`src/sbpc_pkg.sv`:
```
// Package with register map, field layout and timing constants of the share bus / power-on bank
package sbpc_pkg;

    // ============================================================
    // Register offsets
    localparam logic [7:0] SBPC_OFS_BANDWIDTH = 8'h29;
    localparam logic [7:0] SBPC_OFS_SETTING   = 8'h2a;
    localparam logic [7:0] SBPC_OFS_TEMPTRIM  = 8'h2b;
    localparam logic [7:0] SBPC_OFS_POWERON   = 8'h2c;

    // ============================================================
    // Reset values
    localparam logic [7:0] SBPC_RST_BANDWIDTH = 8'h00;
    localparam logic [7:0] SBPC_RST_SETTING   = 8'h00;
    localparam logic [7:0] SBPC_RST_TEMPTRIM  = 8'h00;
    localparam logic [7:0] SBPC_RST_POWERON   = 8'h00;

    // ============================================================
    // Field positions
    localparam int SBPC_BIT_STREAM_SEL = 4;
    localparam int SBPC_BIT_CS_SEL     = 3;
    localparam int SBPC_BW_MSB         = 2;
    localparam int SBPC_DROP_LSB       = 4;
    localparam int SBPC_TOL_MSB        = 3;
    localparam int SBPC_BIT_GAIN_NEG   = 4;
    localparam int SBPC_TRIM_MSB       = 3;
    localparam int SBPC_SRC_LSB        = 6;
    localparam int SBPC_BIT_SW_ON      = 5;

    // Gain trim scale: correction = reading * trim >> shift (15/128 ~ 12 %)
    localparam int SBPC_TRIM_SHIFT     = 7;

    // ============================================================
    // Timing
    localparam int SBPC_CLK_HZ         = 40000000;
    localparam int SBPC_BW_BASE_CYC    = 4;   // Step period at highest bandwidth
    localparam int SBPC_BIT_DIV_CYC    = 2;   // Clocks per bit-stream bit

    // Power-on source codes
    typedef enum logic [1:0] {
        SBPC_SRC_ALWAYS = 2'b00,
        SBPC_SRC_PIN    = 2'b01,
        SBPC_SRC_SOFT   = 2'b10,
        SBPC_SRC_BOTH   = 2'b11
    } sbpc_src_t;

endpackage : sbpc_pkg

```
`src/sbpc_bitstream.sv`:
```
// Pulse-density serializer turning a current reading into a one-bit stream
`timescale 1ns/1ps
module sbpc_bitstream #(
    parameter int W       = 12,
    parameter int DIV_CYC = sbpc_pkg::SBPC_BIT_DIV_CYC
) (
    input  wire logic         clk_in,
    input  wire logic         rst_in,
    input  wire logic [W-1:0] value_in,
    output logic              bit_out
);
    import sbpc_pkg::*;

    logic [15:0]  div_r;
    logic         step;
    logic [W-1:0] acc_r;
    logic [W:0]   sum;

    // ============================================================
    // Bit rate divider
    assign step = (div_r == 16'(DIV_CYC - 1));

    always_ff @(posedge clk_in or posedge rst_in) begin
        if (rst_in) begin
            div_r <= 16'h0000;
        end else if (step) begin
            div_r <= 16'h0000;
        end else begin
            div_r <= div_r + 16'h0001;
        end
    end

    // First-order accumulator; carry is the stream bit
    assign sum = {1'b0, acc_r} + {1'b0, value_in};

    always_ff @(posedge clk_in or posedge rst_in) begin
        if (rst_in) begin
            acc_r   <= '0;
            bit_out <= 1'b0;
        end else if (step) begin
            acc_r   <= sum[W-1:0];
            bit_out <= sum[W];
        end
    end

endmodule // sbpc_bitstream

```
`src/sbpc_bank.sv`:
```
// Share bus and power-on configuration register bank with its steering logic
// Functional notes
// - Stream select 1: share pin carries selected current reading as bit stream.
// - Stream select 0: share pin carries the digital share-bus signal.
// - Source select 1 uses primary sense reading, 0 uses secondary.
// - Three-bit bandwidth code; 000 slowest share loop, 111 fastest.
// - Upper nibble sets voltage drop applied when acting as master.
// - Lower nibble sets slave-to-master current match window; larger is wider.
// - Gain polarity 1 subtracts correction, 0 adds it.
// - Four-bit trim scales temperature reading by up to about twelve percent.
// - Source code 00 keeps supply enabled regardless of pin and bit.
// - Source code 01 follows the hardware power-on pin only.
// - Source code 10 follows the software power-on bit only.
// - Source code 11 enables only when both bit and pin are set.
`timescale 1ns/1ps
module sbpc_bank #(
    parameter int CS_W   = 12,
    parameter int TEMP_W = 12
) (
    input  wire logic              clk_in,
    input  wire logic              rst_in,
    input  wire logic [7:0]        reg_addr_in,
    input  wire logic [7:0]        reg_wdata_in,
    input  wire logic              reg_wr_in,
    input  wire logic              reg_rd_in,
    output logic      [7:0]        reg_rdata_out,
    output logic                   reg_rvalid_out,
    input  wire logic [CS_W-1:0]   primary_current_sense_in,
    input  wire logic [CS_W-1:0]   secondary_current_sense_in,
    input  wire logic              digital_share_in,
    input  wire logic [CS_W-1:0]   master_current_in,
    input  wire logic              is_master_in,
    input  wire logic [TEMP_W-1:0] temperature_sensor_in,
    input  wire logic              hardware_power_on_pin_in,
    output logic                   share_out_pin_out,
    output logic      [CS_W-1:0]   share_reading_out,
    output logic                   share_step_out,
    output logic      [3:0]        master_drop_out,
    output logic                   share_ok_out,
    output logic      [TEMP_W-1:0] temperature_trimmed_out,
    output logic                   power_enable_out
);
    import sbpc_pkg::*;

    // ============================================================
    // Functions

    // Step period for a bandwidth code, halving per code step
    function automatic logic [15:0] bw_period(input logic [2:0] code);
        bw_period = 16'(SBPC_BW_BASE_CYC) << (3'd7 - code);
    endfunction

    // Absolute difference of two readings
    function automatic logic [CS_W-1:0] abs_diff(input logic [CS_W-1:0] a, input logic [CS_W-1:0] b);
        abs_diff = (a >= b) ? (a - b) : (b - a);
    endfunction

    // ============================================================
    // Registers
    logic [7:0] bandwidth_r;
    logic [7:0] setting_r;
    logic [7:0] temptrim_r;
    logic [7:0] poweron_r;
    logic [7:0] rdata_nxt;

    always_ff @(posedge clk_in or posedge rst_in) begin
        if (rst_in) begin
            bandwidth_r <= SBPC_RST_BANDWIDTH;
            setting_r   <= SBPC_RST_SETTING;
            temptrim_r  <= SBPC_RST_TEMPTRIM;
            poweron_r   <= SBPC_RST_POWERON;
        end else if (reg_wr_in) begin
            case (reg_addr_in)
                SBPC_OFS_BANDWIDTH: bandwidth_r <= reg_wdata_in;
                SBPC_OFS_SETTING:   setting_r   <= reg_wdata_in;
                SBPC_OFS_TEMPTRIM:  temptrim_r  <= reg_wdata_in; // Reserved [7:5] kept as written
                SBPC_OFS_POWERON:   poweron_r   <= reg_wdata_in;
                default:            ;
            endcase
        end
    end

    // Read mux; unmapped offsets read zero
    always_comb begin
        case (reg_addr_in)
            SBPC_OFS_BANDWIDTH: rdata_nxt = bandwidth_r;
            SBPC_OFS_SETTING:   rdata_nxt = setting_r;
            SBPC_OFS_TEMPTRIM:  rdata_nxt = temptrim_r;
            SBPC_OFS_POWERON:   rdata_nxt = poweron_r;
            default:            rdata_nxt = 8'h00;
        endcase
    end

    // Read data registered one cycle after strobe
    always_ff @(posedge clk_in or posedge rst_in) begin
        if (rst_in) begin
            reg_rdata_out  <= 8'h00;
            reg_rvalid_out <= 1'b0;
        end else begin
            reg_rvalid_out <= reg_rd_in;
            if (reg_rd_in) begin
                reg_rdata_out <= rdata_nxt;
            end
        end
    end

    // ============================================================
    // Current share path
    logic            stream_bit;
    logic [CS_W-1:0] sel_reading;

    assign sel_reading = bandwidth_r[SBPC_BIT_CS_SEL] ? primary_current_sense_in : secondary_current_sense_in;

    sbpc_bitstream #(
        .W       (CS_W),
        .DIV_CYC (SBPC_BIT_DIV_CYC)
    ) u_stream (
        .clk_in   (clk_in),
        .rst_in   (rst_in),
        .value_in (share_reading_out),
        .bit_out  (stream_bit)
    );

    // Share pin source mux, covers stream and digital cases
    always_ff @(posedge clk_in or posedge rst_in) begin
        if (rst_in) begin
            share_reading_out <= '0;
            share_out_pin_out <= 1'b0;
        end else begin
            share_reading_out <= sel_reading;
            // Digital share signal when stream off
            share_out_pin_out <= bandwidth_r[SBPC_BIT_STREAM_SEL] ? stream_bit : digital_share_in;
        end
    end

    // ============================================================
    // Share loop update rate
    logic [15:0] bw_cnt_r;

    // Faster step for higher bandwidth code
    always_ff @(posedge clk_in or posedge rst_in) begin
        if (rst_in) begin
            bw_cnt_r       <= 16'h0000;
            share_step_out <= 1'b0;
        end else if (bw_cnt_r >= bw_period(bandwidth_r[SBPC_BW_MSB:0]) - 16'h0001) begin
            bw_cnt_r       <= 16'h0000;
            share_step_out <= 1'b1;
        end else begin
            bw_cnt_r       <= bw_cnt_r + 16'h0001;
            share_step_out <= 1'b0;
        end
    end

    // Master drop and slave match window
    always_ff @(posedge clk_in or posedge rst_in) begin
        if (rst_in) begin
            master_drop_out <= 4'h0;
            share_ok_out    <= 1'b0;
        end else begin
            master_drop_out <= is_master_in ? setting_r[7:SBPC_DROP_LSB] : 4'h0;
            share_ok_out    <= is_master_in ||
                (abs_diff(share_reading_out, master_current_in) <= CS_W'(setting_r[SBPC_TOL_MSB:0]));
        end
    end

    // ============================================================
    // Temperature gain trim
    logic [TEMP_W+3:0] trim_prod;
    logic [TEMP_W-1:0] trim_corr;
    logic [TEMP_W:0]   trim_sum;

    // Correction is reading * trim / 128
    assign trim_prod = temperature_sensor_in * temptrim_r[SBPC_TRIM_MSB:0];
    assign trim_corr = TEMP_W'(trim_prod >> SBPC_TRIM_SHIFT);
    assign trim_sum  = {1'b0, temperature_sensor_in} + {1'b0, trim_corr};

    // Polarity chooses subtract or saturating add
    always_ff @(posedge clk_in or posedge rst_in) begin
        if (rst_in) begin
            temperature_trimmed_out <= '0;
        end else if (temptrim_r[SBPC_BIT_GAIN_NEG]) begin
            temperature_trimmed_out <= temperature_sensor_in - trim_corr;
        end else if (trim_sum[TEMP_W]) begin
            temperature_trimmed_out <= '1;
        end else begin
            temperature_trimmed_out <= trim_sum[TEMP_W-1:0];
        end
    end

    // ============================================================
    // Power-on source selection
    logic      pin_meta_r;
    logic      pin_sync_r;
    logic      sw_on;
    sbpc_src_t src;

    // Two-stage synchroniser for the hardware pin
    always_ff @(posedge clk_in or posedge rst_in) begin
        if (rst_in) begin
            pin_meta_r <= 1'b0;
            pin_sync_r <= 1'b0;
        end else begin
            pin_meta_r <= hardware_power_on_pin_in;
            pin_sync_r <= pin_meta_r;
        end
    end

    assign sw_on = poweron_r[SBPC_BIT_SW_ON];
    assign src   = sbpc_src_t'(poweron_r[7:SBPC_SRC_LSB]);

    always_ff @(posedge clk_in or posedge rst_in) begin
        if (rst_in) begin
            power_enable_out <= 1'b0;
        end else begin
            case (src)
                SBPC_SRC_ALWAYS: power_enable_out <= 1'b1;
                SBPC_SRC_PIN:    power_enable_out <= pin_sync_r;
                SBPC_SRC_SOFT:   power_enable_out <= sw_on;
                SBPC_SRC_BOTH:   power_enable_out <= sw_on && pin_sync_r;
                default:         power_enable_out <= 1'b0;
            endcase
        end
    end

    // ============================================================
    // Assertions

    chk_stream_pin_source:
    assert property (@(posedge clk_in) disable iff (rst_in)
        bandwidth_r[SBPC_BIT_STREAM_SEL] |=> (share_out_pin_out == $past(stream_bit)))
        else $error("share pin does not follow bit stream");

    chk_digital_pin_source:
    assert property (@(posedge clk_in) disable iff (rst_in)
        !bandwidth_r[SBPC_BIT_STREAM_SEL] |=> (share_out_pin_out == $past(digital_share_in)))
        else $error("share pin does not follow digital share signal");

    chk_sense_select:
    assert property (@(posedge clk_in) disable iff (rst_in)
        ##1 share_reading_out == ($past(bandwidth_r[SBPC_BIT_CS_SEL]) ?
            $past(primary_current_sense_in) : $past(secondary_current_sense_in)))
        else $error("wrong current sense reading selected");

    chk_bw_step_gap:
    assert property (@(posedge clk_in) disable iff (rst_in)
        share_step_out |=> (!share_step_out)[*3])
        else $error("share loop steps closer than four clocks");

    chk_bw_fast_period:
    assert property (@(posedge clk_in) disable iff (rst_in)
        (share_step_out && bandwidth_r[2:0] == 3'b111) ##1 (bandwidth_r[2:0] == 3'b111)[*3]
            |=> share_step_out)
        else $error("highest bandwidth step period wrong");

    chk_master_drop:
    assert property (@(posedge clk_in) disable iff (rst_in)
        is_master_in |=> master_drop_out == $past(setting_r[7:4]))
        else $error("master drop not applied");

    chk_slave_window:
    assert property (@(posedge clk_in) disable iff (rst_in)
        (!is_master_in && abs_diff(share_reading_out, master_current_in) > CS_W'(setting_r[3:0]))
            |=> !share_ok_out)
        else $error("slave flagged sharing outside window");

    chk_gain_negative:
    assert property (@(posedge clk_in) disable iff (rst_in)
        temptrim_r[SBPC_BIT_GAIN_NEG] |=> temperature_trimmed_out <= $past(temperature_sensor_in))
        else $error("negative gain raised the reading");

    chk_trim_zero:
    assert property (@(posedge clk_in) disable iff (rst_in)
        (temptrim_r[3:0] == 4'h0) |=> temperature_trimmed_out == $past(temperature_sensor_in))
        else $error("zero trim changed the reading");

    chk_always_on:
    assert property (@(posedge clk_in) disable iff (rst_in)
        (src == SBPC_SRC_ALWAYS) |=> power_enable_out)
        else $error("always-on source left supply off");

    chk_pin_source:
    assert property (@(posedge clk_in) disable iff (rst_in)
        (src == SBPC_SRC_PIN) |=> power_enable_out == $past(pin_sync_r))
        else $error("pin source not followed");

    chk_soft_source:
    assert property (@(posedge clk_in) disable iff (rst_in)
        (src == SBPC_SRC_SOFT) |=> power_enable_out == $past(sw_on))
        else $error("software source not followed");

    chk_both_source:
    assert property (@(posedge clk_in) disable iff (rst_in)
        (src == SBPC_SRC_BOTH && !sw_on) |=> !power_enable_out)
        else $error("both-source enabled without software bit");

    chk_write_readback:
    assert property (@(posedge clk_in) disable iff (rst_in)
        (reg_wr_in && reg_addr_in == SBPC_OFS_SETTING) |=> setting_r == $past(reg_wdata_in))
        else $error("written value not held");

endmodule // sbpc_bank

```
`config.mk`:
```
export PLATFORM = sky130hd
export DESIGN_NAME = sbpc_bank
export DESIGN_NICKNAME = d
export VERILOG_FILES = /design/src/sbpc_pkg.sv /design/src/sbpc_bitstream.sv /design/src/sbpc_bank.sv
export SDC_FILE = /design/constraint.sdc
export NUM_CORES = 1
export LEC_CHECK = 0
export BUFFER_PORTS_ARGS = -buffer_cell sky130_fd_sc_hd__buf_4
export CORE_UTILIZATION = 52
export CTS_CLUSTER_SIZE = 10
export DETAILED_ROUTE_END_ITERATION = 10
export PLACE_DENSITY = 0.82
export SYNTH_ARGS = -nofsm -noshare
export SYNTH_HDL_FRONTEND = slang
export SYNTH_HIERARCHICAL = 1
export SYNTH_SLANG_ARGS = --single-unit
```
`constraint.sdc`:
```
create_clock -name clk_in -period 7.85 [get_ports clk_in]
set_input_delay 0.785 -clock clk_in [delete_from_list [all_inputs] [get_ports clk_in]]
set_output_delay 0.785 -clock clk_in [all_outputs]
set_load 0.1 [all_outputs]
```
Word level (Yosys, flattened, before mapping)
Cells that the tools add are included.
{"block": "word_totals", "elab_cells": 59, "register_bits": 120}
{"block": "classes", "add_sub_neg": 9, "n_mux": 11, "shifts": 1, "n_eq_ne": 8, "reduce_logical": 7, "n_mul": 1, "magnitude_cmp": 3}
{"cell": "12-bit 2-to-1 mux", "count": 4}
{"cell": "16-bit by 1-bit adder with 16-bit output, second input constant", "count": 2}
{"cell": "8-bit by 6-bit == test with 1-bit output, second input constant", "count": 4}
{"cell": "16-bit 2-to-1 mux", "count": 2}
{"cell": "8-bit case mux with 4 select lines", "count": 1}
{"cell": "12-bit subtractor", "count": 2}
{"cell": "16-bit by 1-bit == test with 1-bit output, second input constant", "count": 1}
{"cell": "16-bit greater-or-equal comparator", "count": 1}
{"cell": "12-bit by 4-bit multiplier with 16-bit output", "count": 1}
{"cell": "3-bit by 3-bit left shift with 16-bit output, first input constant", "count": 1}
{"cell": "16-bit by 1-bit subtractor with 16-bit output, second input constant", "count": 1}
{"cell": "12-bit by 12-bit adder with 13-bit output", "count": 1}
{"cell": "12-bit by 9-bit adder with 13-bit output", "count": 1}
{"cell": "12-bit greater-or-equal comparator", "count": 1}
{"cell": "12-bit by 4-bit <= comparator with 1-bit output", "count": 1}
{"cell": "12-bit by 9-bit subtractor with 12-bit output", "count": 1}
{"cell": "2-bit AND reduction", "count": 4}
{"cell": "2-bit == test, second input constant", "count": 2}
{"cell": "4-bit 2-to-1 mux", "count": 1}
{"cell": "1-bit case mux with 4 select lines", "count": 1}
{"cell": "3-bit subtractor, first input constant", "count": 1}
{"cell": "2-bit by 1-bit == test with 1-bit output, second input constant", "count": 1}
{"cell": "2-bit zero test", "count": 1}
{"cell": "1-bit 2-to-1 mux", "count": 2}
{"cell": "2 further kinds", "count": 2}

Logic depth before layout (Yosys ltp)
{"block": "logic_depth", "word_depth": 5, "depth_mapped": 23, "depth_no_buf": 21}

Modules after synthesis
Netlist, hierarchy kept.
{"mod": "sbpc_bank", "n_inst": 1, "seq_area_each_um2": 2277.2, "cells_each": 743, "area_per_inst_um2": 7136.8}
{"mod": "sbpc_bitstream", "n_inst": 1, "seq_area_each_um2": 725.7, "cells_each": 188, "area_per_inst_um2": 1819.2}

Worst setup path after synthesis
OpenSTA, ideal clock, no wires.
{"block": "synth_path", "path_kind": "input-to-reg", "start": "in temperature_sensor_in[1]", "end": "reg temperature_trimmed_out[11]", "cell_stages": 19, "setup_ns": 0.125, "path_slack_ns": 2.566, "t_arrival_ns": 5.159, "path_buffers": 0, "required_ns": 7.725, "cell_sequence": "and2_1 fa_1 inv_1 fa_1 inv_1 ha_1 a21oi_1 o221ai_1 a211oi_2 a21oi_1 or3_1 a21oi_1 o21bai_1 xor2_1 ha_1 inv_1 o41a_1 o22ai_1 mux2_2"}
{"block": "synth_via", "elab_chain_cells": 4, "word_cells_on_any_way": 5}
{"item": "start, declared", "line_no": "sbpc_bank.sv:33", "rtl": "input wire logic [TEMP_W-1:0] temperature_sensor_in,"}
{"item": "12-bit by 4-bit multiplier with 16-bit output", "line_no": "sbpc_bank.sv:173", "rtl": "assign trim_prod = temperature_sensor_in * temptrim_r[SBPC_TRIM_MSB:0];"}
{"item": "12-bit by 9-bit adder with 13-bit output", "line_no": "sbpc_bank.sv:175", "rtl": "assign trim_sum = {1'b0, temperature_sensor_in} + {1'b0, trim_corr};"}
{"item": "12-bit 2-to-1 mux", "line_no": "sbpc_bank.sv:183", "rtl": "end else if (trim_sum[TEMP_W]) begin"}
{"item": "12-bit 2-to-1 mux *", "line_no": "sbpc_bank.sv:181", "rtl": "end else if (temptrim_r[SBPC_BIT_GAIN_NEG]) begin"}
{"item": "end signal, assigned", "line_no": "sbpc_bank.sv:182", "rtl": "temperature_trimmed_out <= temperature_sensor_in - trim_corr;"}
{"item": "end signal, assigned", "line_no": "sbpc_bank.sv:186", "rtl": "temperature_trimmed_out <= trim_sum[TEMP_W-1:0];"}
{"item": "end, declared", "line_no": "sbpc_bank.sv:40", "rtl": "output logic [TEMP_W-1:0] temperature_trimmed_out,"}
Mark *: on every way between the ends. The rest lies on a longest branch, timed or not.
A chain may end at the register's enable or synchronous reset.

Worst setup path after layout
{"block": "layout_path", "start": "reg temptrim_r[3]", "end": "reg temperature_trimmed_out[11]"}
{"block": "layout_via", "elab_chain_cells": 4, "word_cells_on_any_way": 5}
{"item": "start, declared", "line_no": "sbpc_bank.sv:62", "rtl": "logic [7:0] temptrim_r;"}
{"item": "start signal, assigned", "line_no": "sbpc_bank.sv:76", "rtl": "SBPC_OFS_TEMPTRIM: temptrim_r <= reg_wdata_in;"}
{"item": "12-bit by 4-bit multiplier with 16-bit output *", "line_no": "sbpc_bank.sv:173"}
{"item": "12-bit by 9-bit adder with 13-bit output", "line_no": "sbpc_bank.sv:175"}
{"item": "12-bit 2-to-1 mux", "line_no": "sbpc_bank.sv:183"}
{"item": "12-bit 2-to-1 mux *", "line_no": "sbpc_bank.sv:181"}
Marks and branches as above.

==> out/results.tsv <==
metric	value	unit
run status	complete, no violations	
# H-tree levels	4	
CP Class	flip-flop to flip-flop	
hold crit path type	input port to async pin	
total setup buffers inserted after CTS	0	
Nets	1219	
fill count	1350	
row cnt	47	
CTS Hold Bufs	0	
PwrDens	211	nW/um^2
final period utilization	0.695	
final hold violations	0	
clk buf depth	2	
first-pass GRT wire length	33.8	mm
slowest CP cell	dfrtp_1	
Slew HR	0.257	
Setup TNS Final	0	ps
share of cells above drive strength 1	0.209	
Final Setup Violations	0	
ANT nets after route	0	
Vias	7126	
worst vdd ir	0.158	mV
GRT Util Overall	0.238	
via/cell ratio	5.61	
Initial DRC Count	360	
Die Ht	133	um
DRC	0	
Max Cap Viol	0	
worst-path cell chain	and2_1, fa_1, inv_1, fa_1, inv_1, ha_1, a21oi_1, o221ai_1, a211oi_2, a21oi_1, or3_1, a21oi_1, o21bai_1, xor2_1, ha_1, inv_1, o41a_1, o22ai_1, mux2_2	
Worst path max stage delay	560	ps
antenna violations before repair	0	
Syn Std Cell Area	8960	um^2
Skew-Pair Late Insertion Delay	420	ps
io pins	112	
RSZ-0062 raised after global routing	no	
Critical Path RT	8150	ps
Achievable Freq	0.183	GHz
full die area	17800	um^2
startpoint class of the critical path	flip-flop	
number of global-route vias before repair	7142	
TritonCTS clock tree	yes	
WL final	20.1	mm
total core area	16700	um^2
sequential area share after synthesis	0.335	
Die Wd	133	um
Async SR Flop Fraction	1.00	
routed len/inst	15.8	um
CP delay by family, top	compound AO/OA/AOI/OAI gates	
dpl hpwl	15.1	mm
CTS sink count	120	
most frequent cells in the layout	dfrtp_1 (120), buf_4 (113), inv_1 (108)	
most common cell after layout, fill and taps aside	dfrtp_1	
Max FO, Critical Path	14	
I/O Buffers	111	
dpl ws	2110	ps
synthesized flop and latch total	120	
Root Buffer	clkbuf_16	
Post-synth EDFFs	0	
Post-Syn Instances	931	
critical path arrival	5750	ps
Post-CTS Resized	0	
yosys warns	6	
GP Congestion	0.900	
Unique masters post-synth	83	
initial core utilization	0.536	
Syn Area/Cell	9.62	um^2
fin worst setup slack	2400	ps
clock skew	6.18	ps
synth-to-layout area growth	17.5	%
TritonRoute pass-1 iters	5	
Clk pin slew, worst setup/hold paths	60	ps
Slew Viols, Final	0	
Synth Flop Type	dfrtp_1	
grt ovf	0	
worst path bufs/invs	3	
pin count of the biggest net entering global routing	78	
CTS Buf Count	17	
critical path endpoint category	flip-flop	
Final min period	5450	ps
Slew @ Worst Pin	1110	ps
P_leak	0.00521	uW
antenna cells	0	
## registers in the layout, indices dropped and copies added (netlist names)
signal / cells
temptrim_r: 8
share_out_pin_out: 1
pin_sync_r: 1
bandwidth_r: 8
reg_rvalid_out: 1
temperature_trimmed_out: 12
poweron_r: 8
bw_cnt_r: 16
share_step_out: 1
share_ok_out: 1
setting_r: 8
u_stream/acc_r: 12
u_stream/div_r: 16
share_reading_out: 12
power_enable_out: 1
pin_meta_r: 1
reg_rdata_out: 8
u_stream/bit_out: 1
master_drop_out: 4
## report_power, final
group / internal (uW) / switching [uW] / total (uW)
logic: 278 / 450 / 729
clock network: 476 / 290 / 766
registers: 684 / 45.8 / 730
## layer usage
metal | part of all wire | GRT usage | wire length, um | vias to the layer above
li1 | - | - | - | 3457
met1 | 0.43 | 0.298 | 8600 | 3437
met2 | 0.50 | 0.414 | 10100 | 192
met3 | 0.041 | 0.0301 | 828 | 40
met4 | 0.029 | 0.0972 | 583 | 0
met5 | 0 | 0 | 0 | -
## synthesized netlist by cell type (all sizes together) (16+ instances only)
cell | n | area, um^2
and2 | 35 | 221
ha | 86 | 1080
fa | 24 | 480
buf | 16 | 113
nor2 | 52 | 195
xor2 | 21 | 184
o21ai | 40 | 200
inv | 109 | 409
a21oi | 46 | 230
dfrtp | 120 | 3000
a21o | 17 | 128
mux2 | 49 | 552
nand2 | 71 | 269
nand3 | 18 | 90.1
xnor2 | 31 | 272
## through the flow
step | cell area [um^2] | hold WS, ps | power [uW] | std cells | util
after global routing | 10500 | 321 | 2340 | 1271 | 0.630
after detailed placement | 9930 | 339 | 1450 | 1239 | 0.595
after CTS | 10500 | 308 | 2230 | 1271 | 0.630
final | 10500 | 307 | 2220 | 1271 | 0.630
after floorplan | 8970 | 331 | 1290 | 935 | -
after global placement | 9930 | 336 | 1440 | 1239 | 0.595
## cells by family (layout without fill, tap and decap cells)
kind of cell,after synthesis,in the layout,synth area share
DFF,120,120,0.335
other,2,6,0.000839
buffers and inverters,138,254,0.0638
AOI/OAI and AO/OA,199,199,0.156
and+or+nand+nor,258,258,0.154
xor gates and xnor gates,52,52,0.0509
muxes,52,52,0.0650
adders and majority gates,110,110,0.174
## worst register-to-register path, stage by stage, from the launching register on
cell	delay, ps
dfrtp_1	560
and2_1	260
fa_1	530
inv_1	50
fa_1	530
inv_1	40
ha_1	300
a21oi_1	150
o221ai_1	170
a211oi_2	360
a21oi_1	160
or3_1	330
a21oi_1	210
o21bai_1	130
xor2_1	160
ha_1	360
inv_1	100
o41a_1	400
o22ai_1	190
mux2_2	360
## final timing paths
check	start	end	slack, ps	cells past startpoint
max	temptrim_r[3]	temperature_trimmed_out[11]	2400	19
min	rst_in	share_reading_out[10]	310	2
max reg2reg	temptrim_r[3]	temperature_trimmed_out[11]	2400	19
min reg2reg	pin_meta_r	pin_sync_r	350	0
max in group asynchronous	rst_in	bw_cnt_r[7]	6350	3
min in group clk_in	pin_meta_r	pin_sync_r	350	0
## area by class of cell
type                    instances  area (um^2)  area share
inverters                     109          412      0.0391
clock inverters                14          146      0.0139
repair buffers                113          848      0.0806
clock buffers                  18          439      0.0417
flip-flops and latches        120         3000       0.285
multi-input cells             677         5400       0.513
well taps                     220          275      0.0262
(Power assumes the default switching activity.)
